==> src/verilog/dma_ctrl_pkg.sv <==
// Behaviour
// [RL1] cease request ends after buffered data drains
// [RL2] pause request stops at packet end
// [RL3] chain bit selects direct or linked mode
// [RL4] tenure code caps bytes per bus hold
// [RL5] backoff code delays next bus request
// [RL6] running bit shows transfer in progress
// [RL7] ended-early flag sticky, write one clears
// [RL8] paused flag sticky, write one clears
// [RL9] complete flag sticky, write one clears
// [RL10] pci error flag sticky, write one clears
// [RL11] vme error flag sticky, write one clears
// [RL12] bad launch sets fault, moves nothing
// [RL13] enables gate end-early, pause, complete interrupts
// [RL14] enables gate error and fault interrupts
// [RL15] software clears flags before launching
// [RL16] linked mode needs zero byte count
// [RL17] command packets are 32-byte aligned
// [RL18] pci dma enable gates interrupt output
// [RL19] launch starts transfer, reads as zero
// [RL20] running clears with the ending flag
package dma_ctrl_pkg;
  // register map
  localparam logic [11:0] CTRL_STAT_OFS = 12'h220;
  localparam logic [31:0] CTRL_STAT_RST = 32'h0000_0000;
  localparam int B_LAUNCH  = 31;
  localparam int B_CEASE   = 30;
  localparam int B_PAUSE   = 29;
  localparam int B_CHAIN   = 27;
  localparam int B_TEN_LO  = 20;
  localparam int B_BOFF_LO = 16;
  localparam int B_RUN     = 15;
  localparam int B_FLAG_LO = 8;
  localparam int B_IEN_LO  = 0;
  localparam int FLD_W     = 7;
  // six-entry flag order: ended early, paused, complete, pci, vme, fault
  localparam int F_STOP = 5;
  localparam int F_HALT = 4;
  localparam int F_DONE = 3;
  localparam int F_PCI  = 2;
  localparam int F_VME  = 1;
  localparam int F_PROG = 0;
  // timing and sizes
  localparam int CLK_PERIOD_NS    = 4;
  localparam int BOFF_BASE_NS     = 2000;
  localparam int BOFF_W           = 20;
  localparam logic [BOFF_W-1:0] BOFF_BASE_CYC =
    BOFF_W'((BOFF_BASE_NS + CLK_PERIOD_NS - 1) / CLK_PERIOD_NS);
  localparam logic [3:0] BOFF_LONG_MAX  = 4'h7;
  localparam logic [3:0] BOFF_SHORT_MIN = 4'h8;
  localparam logic [3:0] BOFF_SHORT_MAX = 4'hA;
  localparam logic [3:0] BOFF_LONG_ADJ  = 4'h2;
  localparam int TEN_BASE_BYTES = 256;
  localparam int BYTES_PER_BEAT = 4;
  localparam int TEN_W          = 13;
  localparam logic [TEN_W-1:0] TEN_BASE_BEATS = TEN_W'(TEN_BASE_BYTES / BYTES_PER_BEAT);
  localparam int DATA_W     = 32;
  localparam int FIFO_DEPTH = 32;

  typedef enum logic [1:0] {
    ST_IDLE  = 2'b00,
    ST_RUN   = 2'b01,
    ST_DRAIN = 2'b10
  } eng_state_t;

  // register field (bit 4 is a hole) to six-entry vector
  function automatic logic [5:0] unpack_six(input logic [FLD_W-1:0] f);
    return {f[6], f[5], f[3], f[2], f[1], f[0]};
  endfunction

  function automatic logic [FLD_W-1:0] pack_six(input logic [5:0] v);
    return {v[5], v[4], 1'b0, v[3], v[2], v[1], v[0]};
  endfunction

  // beats per tenure, code 0 means no cap
  function automatic logic [TEN_W-1:0] tenure_beats(input logic [2:0] code);
    return TEN_BASE_BEATS << (code - 3'h1);
  endfunction

  // backoff cycles; reserved codes behave as zero wait
  function automatic logic [BOFF_W-1:0] backoff_cycles(input logic [3:0] code,
                                                       input logic [BOFF_W-1:0] base);
    if (code == 4'h0 || code > BOFF_SHORT_MAX) begin
      return '0;
    end else if (code <= BOFF_LONG_MAX) begin
      return base << (code + BOFF_LONG_ADJ);
    end else begin
      return base << (code - BOFF_SHORT_MIN);
    end
  endfunction
endpackage

==> src/verilog/dma_ctrl_stat.sv <==
`timescale 1ns/1ps
module dma_ctrl_stat
  import dma_ctrl_pkg::*;
#(
  parameter logic [BOFF_W-1:0] BACKOFF_BASE_CYC_P = BOFF_BASE_CYC
) (
  input  logic              mclk_in,
  input  logic              sys_rst_in,
  input  logic              ce_in,
  input  logic              reg_wr_in,
  input  logic              reg_rd_in,
  input  logic [11:0]       reg_addr_in,
  input  logic [31:0]       reg_wdata_in,
  output logic [31:0]       reg_rdata_out,
  input  logic              pci_master_en_in,
  input  logic [2:0]        pci_addr_lo_in,
  input  logic [2:0]        vme_addr_lo_in,
  input  logic              pci_err_in,
  input  logic              vme_err_in,
  input  logic              packet_done_in,
  input  logic              xfer_done_in,
  input  logic              pci_dma_irq_en_in,
  input  logic              src_valid_in,
  input  logic [DATA_W-1:0] src_data_in,
  output logic              src_ready_out,
  output logic              sink_valid_out,
  output logic [DATA_W-1:0] sink_data_out,
  input  logic              sink_ready_in,
  input  logic              vme_gnt_in,
  output logic              vme_req_out,
  output logic              start_out,
  output logic              chain_mode_out,
  output logic              running_out,
  output logic              irq_out
);
  eng_state_t         state_q;
  eng_state_t         state_d;
  logic               run_q;
  logic               run_d;
  logic               cease_why_q;
  logic               cease_why_d;
  logic               pause_pend_q;
  logic               chain_q;
  logic [2:0]         ten_code_q;
  logic [3:0]         boff_code_q;
  logic [5:0]         ien_q;
  logic [5:0]         ien_d;
  logic [5:0]         flags_q;
  logic [5:0]         flags_d;
  logic [5:0]         flag_set;
  logic [5:0]         flag_w1c;
  logic [TEN_W-1:0]   ten_cnt_q;
  logic [TEN_W-1:0]   ten_limit;
  logic [BOFF_W-1:0]  boff_q;
  logic [BOFF_W-1:0]  boff_d;
  logic               vme_req_q;
  logic               start_q;
  logic               irq_q;
  logic [31:0]        rdata_q;
  logic [31:0]        stat_word;
  logic               fifo_empty;
  wire                wr_hit;
  wire                rd_hit;
  wire                launch_wr;
  wire                cease_wr;
  wire                pause_wr;
  wire                idle;
  wire                launch_ok;
  wire                launch_bad;
  wire                err_end;
  wire                pause_end;
  wire                drain_end;
  wire                beat;
  wire                tenure_end;

  // register port decode, unmapped addresses are ignored
  assign wr_hit    = reg_wr_in && (reg_addr_in == CTRL_STAT_OFS);
  assign rd_hit    = reg_rd_in && (reg_addr_in == CTRL_STAT_OFS);
  assign launch_wr = wr_hit && reg_wdata_in[B_LAUNCH];
  assign cease_wr  = wr_hit && reg_wdata_in[B_CEASE];
  assign pause_wr  = wr_hit && reg_wdata_in[B_PAUSE];
  assign idle      = (state_q == ST_IDLE);

  // [RL12] launch legality check
  assign launch_bad = launch_wr && idle &&
                      !(pci_master_en_in && (pci_addr_lo_in == vme_addr_lo_in));
  // [RL19] launch only from idle
  assign launch_ok  = launch_wr && idle && !launch_bad;

  // end conditions; errors outrank every other reason
  assign err_end   = !idle && (pci_err_in || vme_err_in);
  // [RL2] pause at packet boundary
  assign pause_end = (state_q == ST_RUN) && chain_q && (pause_pend_q || pause_wr) &&
                     packet_done_in && !err_end;
  // [RL1] end after buffer empties
  assign drain_end = (state_q == ST_DRAIN) && fifo_empty && !err_end;

  // [RL7] sticky ended-early flag
  assign flag_set[F_STOP] = drain_end && cease_why_q;
  // [RL8] sticky paused flag
  assign flag_set[F_HALT] = pause_end;
  // [RL9] sticky complete flag
  assign flag_set[F_DONE] = drain_end && !cease_why_q;
  // [RL10] pci error capture
  assign flag_set[F_PCI]  = !idle && pci_err_in;
  // [RL11] vme error capture
  assign flag_set[F_VME]  = !idle && vme_err_in;
  assign flag_set[F_PROG] = launch_bad;

  // write one clears, a same-cycle set wins over the clear
  assign flag_w1c = wr_hit ? unpack_six(reg_wdata_in[B_FLAG_LO +: FLD_W]) : '0;
  assign flags_d  = (flags_q & ~flag_w1c) | flag_set;
  // [RL13] [RL14] per-source interrupt enables
  assign ien_d    = wr_hit ? unpack_six(reg_wdata_in[B_IEN_LO +: FLD_W]) : ien_q;

  // engine sequencing
  always_comb begin
    state_d     = state_q;
    cease_why_d = cease_why_q;
    unique case (state_q)
      ST_IDLE: begin
        if (launch_ok) begin
          state_d = ST_RUN;
        end
      end
      ST_RUN: begin
        if (err_end || pause_end) begin
          state_d = ST_IDLE;
        end else if (cease_wr || xfer_done_in) begin
          state_d     = ST_DRAIN;
          cease_why_d = cease_wr;
        end
      end
      ST_DRAIN: begin
        if (err_end || drain_end) begin
          state_d = ST_IDLE;
        end
      end
      default: begin
        state_d = ST_IDLE;
      end
    endcase
  end

  // [RL20] running drops with flag set
  assign run_d = (state_d != ST_IDLE);

  // vme tenure: count beats while we hold the bus
  assign beat       = sink_valid_out && sink_ready_in && vme_gnt_in && vme_req_q;
  assign ten_limit  = tenure_beats(ten_code_q);
  // [RL4] tenure byte cap
  assign tenure_end = beat && (ten_code_q != 3'h0) && (ten_cnt_q == ten_limit - TEN_W'(1));
  // [RL5] backoff before re-request
  assign boff_d     = tenure_end ? backoff_cycles(boff_code_q, BACKOFF_BASE_CYC_P) :
                      (boff_q != '0) ? boff_q - BOFF_W'(1) : '0;

  // read image; write-only request bits always return zero
  assign stat_word = (32'(chain_q) << B_CHAIN) |
                     (32'(ten_code_q) << B_TEN_LO) |
                     (32'(boff_code_q) << B_BOFF_LO) |
                     (32'(run_q) << B_RUN) |
                     (32'(pack_six(flags_q)) << B_FLAG_LO) |
                     (32'(pack_six(ien_q)) << B_IEN_LO);

  // engine state and status
  always_ff @(posedge mclk_in) begin
    if (sys_rst_in) begin
      state_q      <= ST_IDLE;
      run_q        <= 1'b0;
      cease_why_q  <= 1'b0;
      pause_pend_q <= 1'b0;
      flags_q      <= unpack_six(CTRL_STAT_RST[B_FLAG_LO +: FLD_W]);
      start_q      <= 1'b0;
    end else if (ce_in) begin
      state_q      <= state_d;
      // [RL6] running status flop
      run_q        <= run_d;
      cease_why_q  <= cease_why_d;
      pause_pend_q <= (state_d == ST_RUN) && (pause_pend_q || (pause_wr && !idle));
      flags_q      <= flags_d;
      start_q      <= launch_ok;
    end
  end

  // software configuration
  always_ff @(posedge mclk_in) begin
    if (sys_rst_in) begin
      chain_q     <= CTRL_STAT_RST[B_CHAIN];
      ten_code_q  <= CTRL_STAT_RST[B_TEN_LO +: 3];
      boff_code_q <= CTRL_STAT_RST[B_BOFF_LO +: 4];
      ien_q       <= unpack_six(CTRL_STAT_RST[B_IEN_LO +: FLD_W]);
    end else if (ce_in) begin
      if (wr_hit) begin
        // [RL3] mode select bit
        chain_q     <= reg_wdata_in[B_CHAIN];
        ten_code_q  <= reg_wdata_in[B_TEN_LO +: 3];
        boff_code_q <= reg_wdata_in[B_BOFF_LO +: 4];
      end
      ien_q <= ien_d;
    end
  end

  // bus ownership, interrupt and read data
  always_ff @(posedge mclk_in) begin
    if (sys_rst_in) begin
      ten_cnt_q <= '0;
      boff_q    <= '0;
      vme_req_q <= 1'b0;
      irq_q     <= 1'b0;
      rdata_q   <= '0;
    end else if (ce_in) begin
      ten_cnt_q <= (!run_d || tenure_end) ? '0 : ten_cnt_q + TEN_W'(beat);
      boff_q    <= boff_d;
      vme_req_q <= run_d && (boff_d == '0) && !tenure_end;
      // [RL18] top-level dma enable gate
      irq_q     <= pci_dma_irq_en_in && |(flags_d & ien_d);
      rdata_q   <= rd_hit ? stat_word : '0;
    end
  end

  assign reg_rdata_out  = rdata_q;
  assign vme_req_out    = vme_req_q;
  assign start_out      = start_q;
  assign chain_mode_out = chain_q;
  assign running_out    = run_q;
  assign irq_out        = irq_q;

  // data buffer; an error end or a new launch throws away stale words
  dma_stream_fifo #(
    .WIDTH (DATA_W),
    .DEPTH (FIFO_DEPTH)
  ) u_fifo (
    .clk_in        (mclk_in),
    .rst_in        (sys_rst_in),
    .ce_in         (ce_in),
    .flush_in      (err_end || launch_ok),
    .in_en_in      (state_d == ST_RUN),
    .in_valid_in   (src_valid_in),
    .in_data_in    (src_data_in),
    .in_ready_out  (src_ready_out),
    .out_valid_out (sink_valid_out),
    .out_data_out  (sink_data_out),
    .out_ready_in  (sink_ready_in && vme_gnt_in && vme_req_q),
    .empty_out     (fifo_empty)
  );
endmodule

==> src/verilog/dma_stream_fifo.sv <==
`timescale 1ns/1ps
module dma_stream_fifo #(
  parameter int WIDTH = 32,
  parameter int DEPTH = 32
) (
  input  logic             clk_in,
  input  logic             rst_in,
  input  logic             ce_in,
  input  logic             flush_in,
  input  logic             in_en_in,
  input  logic             in_valid_in,
  input  logic [WIDTH-1:0] in_data_in,
  output logic             in_ready_out,
  output logic             out_valid_out,
  output logic [WIDTH-1:0] out_data_out,
  input  logic             out_ready_in,
  output logic             empty_out
);
  localparam int AW = $clog2(DEPTH);

  logic [WIDTH-1:0] mem_q [DEPTH];
  logic [AW-1:0]    wptr_q;
  logic [AW-1:0]    rptr_q;
  logic [AW:0]      cnt_q;
  logic [AW:0]      cnt_d;
  logic             in_ready_q;
  logic             out_valid_q;
  logic [WIDTH-1:0] out_data_q;
  wire              push;
  wire              pop;

  // ready is registered from the next fill level, so it never lies
  assign push  = in_valid_in && in_ready_q && !flush_in;
  assign pop   = (cnt_q != '0) && (!out_valid_q || out_ready_in) && !flush_in;
  assign cnt_d = flush_in ? '0 : cnt_q + (AW+1)'(push) - (AW+1)'(pop);

  assign in_ready_out  = in_ready_q;
  assign out_valid_out = out_valid_q;
  assign out_data_out  = out_data_q;
  assign empty_out     = (cnt_q == '0) && !out_valid_q;

  // storage has no reset, contents are don't-care while empty
  always_ff @(posedge clk_in) begin
    if (ce_in && push) begin
      mem_q[wptr_q] <= in_data_in;
    end
  end

  // pointers, level and registered output stage
  always_ff @(posedge clk_in) begin
    if (rst_in) begin
      wptr_q      <= '0;
      rptr_q      <= '0;
      cnt_q       <= '0;
      in_ready_q  <= 1'b0;
      out_valid_q <= 1'b0;
      out_data_q  <= '0;
    end else if (ce_in) begin
      wptr_q      <= flush_in ? '0 : wptr_q + AW'(push);
      rptr_q      <= flush_in ? '0 : rptr_q + AW'(pop);
      cnt_q       <= cnt_d;
      in_ready_q  <= in_en_in && !flush_in && (cnt_d < (AW+1)'(DEPTH));
      out_valid_q <= !flush_in && (pop || (out_valid_q && !out_ready_in));
      if (pop) begin
        out_data_q <= mem_q[rptr_q];
      end
    end
  end
endmodule

==> config.mk <==
export PLATFORM = sky130hd
export DESIGN_NAME = dma_ctrl_stat
export DESIGN_NICKNAME = d
export VERILOG_FILES = /design/src/verilog/dma_ctrl_pkg.sv /design/src/verilog/dma_ctrl_stat.sv /design/src/verilog/dma_stream_fifo.sv
export SDC_FILE = /design/constraint.sdc
export NUM_CORES = 1
export LEC_CHECK = 0
export BUFFER_PORTS_ARGS = -buffer_cell sky130_fd_sc_hd__clkbuf_2
export CORE_ASPECT_RATIO = 0.75
export CORE_MARGIN = 3
export CORE_UTILIZATION = 45
export CTS_BUF_LIST = sky130_fd_sc_hd__clkbuf_4
export CTS_CLUSTER_SIZE = 24
export DETAILED_ROUTE_END_ITERATION = 10
export HOLD_SLACK_MARGIN = 0.03
export MAX_ROUTING_LAYER = met4
export SETUP_SLACK_MARGIN = 0.2
export SYNTH_ARGS = -nofsm -noshare
export SYNTH_HDL_FRONTEND = slang
export SYNTH_SLANG_ARGS = --single-unit
==> constraint.sdc <==
create_clock -name mclk_in -period 4.1 [get_ports mclk_in]
set_input_delay 0.615 -clock mclk_in [delete_from_list [all_inputs] [get_ports mclk_in]]
set_output_delay 0.615 -clock mclk_in [all_outputs]
set_load 0.01 [all_outputs]
Word-level counts from Yosys, hierarchy flattened
Memory sizes are Yosys's and may differ from the RTL's. A register that Yosys moved wholly into a read port is not among the register bits.
Cells that the tools add are included.
- $add $sub $neg: 10
- order comparisons: 3
- equality and inequality tests: 6
- shifts and indexed selects: 3
- mux-type cells: 18
- bitwise operators: 10
- reductions and logical operators: 75
- operator list (kind ; number):
    two-way mux 20 bit ; 4
    logical AND 1 bit ; 42
    left shift 9 x 4 -> 20 bit (first input constant) ; 2
    two-way mux 28 bit ; 1
    OR 28 x 15 -> 28 bit ; 1
    OR 28 x 16 -> 28 bit ; 1
    OR 28 x 20 -> 28 bit ; 1
    OR 28 x 23 -> 28 bit ; 1
    OR 28 x 7 -> 28 bit ; 1
    logical NOT 20 bit ; 1
    nonzero test 20 bit ; 1
    subtractor 20 x 1 -> 20 bit (second input constant) ; 1
    two-way mux 6 bit ; 3
    adder 13 x 1 -> 13 bit ; 1
    equality test 13 bit ; 1
    two-way mux 13 bit ; 1
    left shift 7 x 3 -> 13 bit (first input constant) ; 1
    subtractor 13 x 1 -> 13 bit (second input constant) ; 1
    bitwise AND 6 bit ; 2
    equality test 12 x 10 -> 1 bit (second input constant) ; 1
    logical OR 1 bit ; 11
    adder 5 x 1 -> 5 bit ; 2
    logical NOT 1 bit ; 10
    two-way mux 5 bit ; 2
    26 further kinds ; 32
- flip-flop bits (word level): 111
- bits in writable memories: 1024
- bits of input ports: 96
- word-level logic and storage cells: 146
- memories: 1
- memory list (memory ; depth ; width ; read ports ; clocked after memory_dff ; wr ports ; line ; source):
    u_fifo.mem_q ; 32 ; 32 ; 1 ; 1 ; 1 ; dma_stream_fifo.sv:21 ; logic [WIDTH-1:0] mem_q [DEPTH];

Depth between registers and ports, before layout
- depth in word-level cells: 15
- mapped depth: 16
- gate-level depth less buffers: 16

Hierarchy
Synthesis repeated with hierarchy kept, for this count alone.
- cell total of the unflattened synthesis: 2574
- area total of the unflattened synthesis: 45910.3 um^2
- by module, submodules not included (module ; times used ; cells each ; area an instance (um^2) ; sequential area each (um^2)):
    dma_stream_fifo ; 1 ; 1913 ; 40926.8 ; 31750.5
    dma_ctrl_stat ; 1 ; 661 ; 4983.5 ; 1641.6

Worst setup path before layout
Ideal clock, no wire load.
- path type: input to register
- start: input port reg_addr_in[5]
- end: memory u_fifo.mem_q[28][0] (enable)
- arrival time: 3.670 ns
- slack: 0.009 ns
- stages: 8
- path buffers: 2
- path through: nor4b_2 -> nand4_2 -> o31a_1 -> and3_1 -> clkbuf_1 -> or4b_2 -> buf_2 -> nor2_1
- word-level cells in the longest chain between the ends: 13
- ends and longest elaborated chain (item ; line ; source):
    start, declared ; dma_ctrl_stat.sv:12 ; input logic [11:0] reg_addr_in,
    equality test 12 x 10 -> 1 bit * ; dma_ctrl_stat.sv:77 ; assign wr_hit = reg_wr_in && (reg_addr_in == CTRL_STAT_OFS);
    logical AND 1 bit * ; dma_ctrl_stat.sv:77 ;
    logical AND 1 bit * ; dma_ctrl_stat.sv:79 ; assign launch_wr = wr_hit && reg_wdata_in[B_LAUNCH];
    logical AND 1 bit * ; dma_ctrl_stat.sv:85, dma_ctrl_stat.sv:88 ;
    logical AND 1 bit ; dma_ctrl_stat.sv:85 ; assign launch_bad = launch_wr && idle &&
    logical NOT 1 bit ; dma_ctrl_stat.sv:88 ; assign launch_ok = launch_wr && idle && !launch_bad;
    logical AND 1 bit * ; dma_ctrl_stat.sv:88 ;
    logical OR 1 bit * ; dma_ctrl_stat.sv:236 ; .flush_in (err_end || launch_ok),
    logical NOT 1 bit * ; dma_stream_fifo.sv:33 ; assign push = in_valid_in && in_ready_q && !flush_in;
    logical AND 1 bit * ; dma_stream_fifo.sv:33 ;
    logical AND 1 bit * ; dma_stream_fifo.sv:44 ; if (ce_in && push) begin
    two-way mux 1 bit * ; dma_stream_fifo.sv:44 ;
    two-way mux 1 bit (implied by the code) * ; dma_stream_fifo.sv:45 ; mem_q[wptr_q] <= in_data_in;
    end, declared ; dma_stream_fifo.sv:21 ;
Every way passes the cells marked *; elsewhere a longest branch is shown, timed or not.

Final worst setup path
- start: input port reg_addr_in[4]
- end: register u_fifo.in_ready_q, in the netlist u_fifo.in_ready_out
- word-level cells in the longest chain between the ends: 15
- ends and longest elaborated chain (item ; line ; source):
    equality test 12 x 10 -> 1 bit * ; dma_ctrl_stat.sv:77 ;
    logical AND 1 bit * ; dma_ctrl_stat.sv:77 ;
    logical AND 1 bit ; dma_ctrl_stat.sv:79 ;
    logical AND 1 bit ; dma_ctrl_stat.sv:85, dma_ctrl_stat.sv:88 ;
    logical AND 1 bit ; dma_ctrl_stat.sv:85 ;
    logical NOT 1 bit ; dma_ctrl_stat.sv:88 ;
    logical AND 1 bit ; dma_ctrl_stat.sv:88 ;
    logical OR 1 bit ; dma_ctrl_stat.sv:236 ;
    logical NOT 1 bit ; dma_stream_fifo.sv:33, dma_stream_fifo.sv:34, dma_stream_fifo.sv:62 ;
    logical AND 1 bit ; dma_stream_fifo.sv:33 ;
    adder 6 x 1 -> 6 bit ; dma_stream_fifo.sv:35 ; assign cnt_d = flush_in ? '0 : cnt_q + (AW+1)'(push) - (AW+1)'(pop);
    subtractor 6 x 1 -> 6 bit ; dma_stream_fifo.sv:35 ;
    two-way mux 6 bit ; dma_stream_fifo.sv:35 ;
    less-than comparator 6 bit ; dma_stream_fifo.sv:62 ; in_ready_q <= in_en_in && !flush_in && (cnt_d < (AW+1)'(DEPTH));
    logical AND 1 bit * ; dma_stream_fifo.sv:62 ;
    end signal, assigned ; dma_stream_fifo.sv:62 ;
    end, declared ; dma_stream_fifo.sv:26 ; logic in_ready_q;
Marked as above.
A chain may end at the register's enable or synchronous reset.

==> metrics.txt <==
status=finished clean; warnings from Yosys=0; fin cells=4354; routed wl met3=7130 um; top-area cell type share of the netlist area=66.8%; Cell Chain, Critical Path=dlygate4sd3_1 -> clkbuf_2 -> nor4b_2 -> dlygate4sd3_1 -> nand4_2 -> o31a_1 -> and2_1 -> ha_1 -> inv_1 -> ha_1 -> a21o_1 -> a21oi_1 -> or4b_2 -> o2111ai_1 -> o2111ai_1 -> a21oi_1; Tmin final=3.77 ns; placed cell count=3804; DR iter-0 viols=2381; share of cells above drive strength 1=34.4%; Fin Setup TNS=0 ns; synth top area cells=edfxtp_1 (67%), mux4_2 (16%), dfxtp_1 (5.7%), nor2_1 (1.3%), mux2i_1 (1.1%); Total GRT Usage=21.6%; Leak=0.0167 uW; post-synth top area cell=edfxtp_1; Die Wd=375 um; Die Span Y=283 um; type of the worst min-delay path=in -> reg; max-slew violation count=0; CP Data Required Time=5.08 ns; Row Count=100; Initial Util=45.9%; cell count after synthesis=2391; MaxCap Viol Count=0; FMAX=265 MHz; commonest non-fill, non-tap cell in the layout=edfxtp_1; Final GP Congestion=0.855; DR vias/cell=5.74; most frequent cells in the layout=edfxtp_1 (1024), clkbuf_4 (413), mux4_2 (321); Primary FF master, synth=edfxtp_1; register area share after synthesis=72.6%; worst slew pin tran=0.967 ns; antenna violations before repair=5; IO buf count=146; worst clock skew=0.0761 ns; clock root cell=clkbuf_4; Overflow after GRT=0; Final period util=92.0%; Crit-path slowest cell=dlygate4sd3_1; wire per inst=25.4 um; Vias=25000; Fin. Hold Viols=0; IO Count=167; max incr delay on CP=0.63 ns; vias in the first global route=25900; Setup WS pre-CTS=0.388 ns; switching part of the total=24.7%; Final nets=2965; core box area=0.100 mm^2; Syn Area/Cell=19.2 um^2; global-route wire length before repair=165000 um; drt drc=0; Clock transition at path regs=0.07 ns; Layout area overhead=15.1%; combinational group share of total power=14.5%; number of enable flip-flop cells after synthesis=1024; Clk pwr share=34.9%; DP HPWL=63800 um; RSZ-0062 raised after global routing=false; switching power=6440 uW; htree depth=5; Distinct cells, synth=74; Top Metal Used=met4; Final setup viols=0; antenna-violating nets left=0; min setup slack post-route=0.329 ns; WL final=111000 um; synthesized flop and latch total=1156; Setup crit start kind=input port; die area=0.106 mm^2; first drt pass iteration count=5; Num CTS Buffers=294; register share of total power=50.5%; CTS tree=done; clk buf depth=4; largest net degree at the start of global routing=78; critical path arrival=4.75 ns; WS Path Type=in -> reg; highest fanout seen on the critical path=4; Pint=19700 uW; Worst-Skew Late Latency=1.10 ns; pwr/cell area=493 mW/mm^2; Peak VDD IR=0.000452 V; Async S/R FF share, synth=0%; Crit. End Element=flop; Max transition margin=35.5%; met1 wire length=50000 um; CTS sink count=1156; met2 WL=51800 um; synthesized area=0.0460 mm^2
==> worst max-delay path, delay by kind of cell <==
kind / cells / cell delay [ns]
simple gates: 4 / 1.36
compound gates: 6 / 0.98
buf+inv: 4 / 1.34
fa+ha+maj: 2 / 0.44
==> sequential cells by signal, indices dropped and copies added (netlist names), 2 cells and up <==
name                 flops
boff_code_q              4
boff_q                  20
flags_q                  6
ien_q                    6
reg_rdata_out           21
state_q                  2
ten_cnt_q               13
ten_code_q               3
u_fifo.cnt_q             6
u_fifo.mem_q          1024
u_fifo.out_data_out     32
u_fifo.rptr_q            5
u_fifo.wptr_q            5
==> worst paths after layout <==
kind,slack [ns],startpoint,cells past startpoint,to
worst max-delay path,0.33,reg_addr_in[4],16,u_fifo.in_ready_out
worst max register to register,0.48,ten_code_q[0],11,boff_q[14]
worst min-delay path,0.20,src_data_in[2],1,u_fifo.mem_q[31][2]
worst min register to register,0.47,ien_q[5],2,ien_q[5]
==> timing repair <==
action | in CTS | in global routing
setup buffers | 0 | 0
resized for setup | 0 | 2
hold buffers | 76 | 0
endpoints found under the hold margin | 787 | 0
setup endpoints to repair | 0 | 17
==> layout make-up <==
cell class	instances	area (um^2)
Fill cell	8036	47400
Clock inverter	50	269
Timing Repair Buffer	307	2290
Tap cell	1326	1660
Inverter	31	116
Antenna cell	11	27.5
Sequential cell	1156	33400
Clock buffer	413	3100
Multi-Input combinational cell	1060	12100
==> stage by stage <==
step	hold WS, ns	area, um^2	utilization [%]	power, uW
2_1_floorplan	0.441	46100	-	16100
3_3_place_gp	0.452	48800	48.6	17200
3_5_place_dp	0.457	48800	48.6	17200
4_1_cts	0.0318	52900	52.7	26500
5_1_grt	0.130	52900	52.8	27400
6_report	0.204	52900	52.8	26100
==> cells in the mapped netlist, drive strengths merged (5+ instances only) <==
cell type and n:
edfxtp 1024, nor2 162, nand3 23, xor2 14
or4 8, nor2b 8, o22ai 6, clkbuf 89
or4b 5, o21a 5, nand4b 5, nand4 18
a211oi 45, nand2b 10, o21ai 25, a21o 6
mux2i 49, a22oi 25, ha 18, dfxtp 132
nand2 95, mux4 321, o211ai 5, or3 6
nor3 27, nand3b 10, nor4 11, a31oi 11
buf 65, inv 31, xnor2 19, a21oi 50
==> routing by layer <==
layer  track usage (%)  vias to the layer above
li1                  -                    10900
met3              4.08                      137
met2              31.7                      928
met1              30.9                    13000
met4              6.96                        0
met5                 -                        -
==> cells by family after synthesis <==
logic type	count (synthesis)	share of synthesized area [%]
other	1	0.00815
xor gates and xnor gates	33	0.628
DFF	1156	72.6
and+or+nand+nor	406	4.35
muxes	371	16.8
buffers and inverters	185	1.78
adders and majority gates	19	0.533
AOI/OAI and AO/OA	220	3.33
==> power groups by stage <==
stage | registers [uW] | logic (uW) | clock network [uW]
2_1_floorplan | 13400 | 2680 | 0
6_report | 13200 | 3800 | 9110
3_3_place_gp | 13400 | 3720 | 0
5_1_grt | 13200 | 4130 | 10000
3_5_place_dp | 13400 | 3800 | 0
4_1_cts | 13200 | 3860 | 9410
Power figures use the tool's default switching activity.
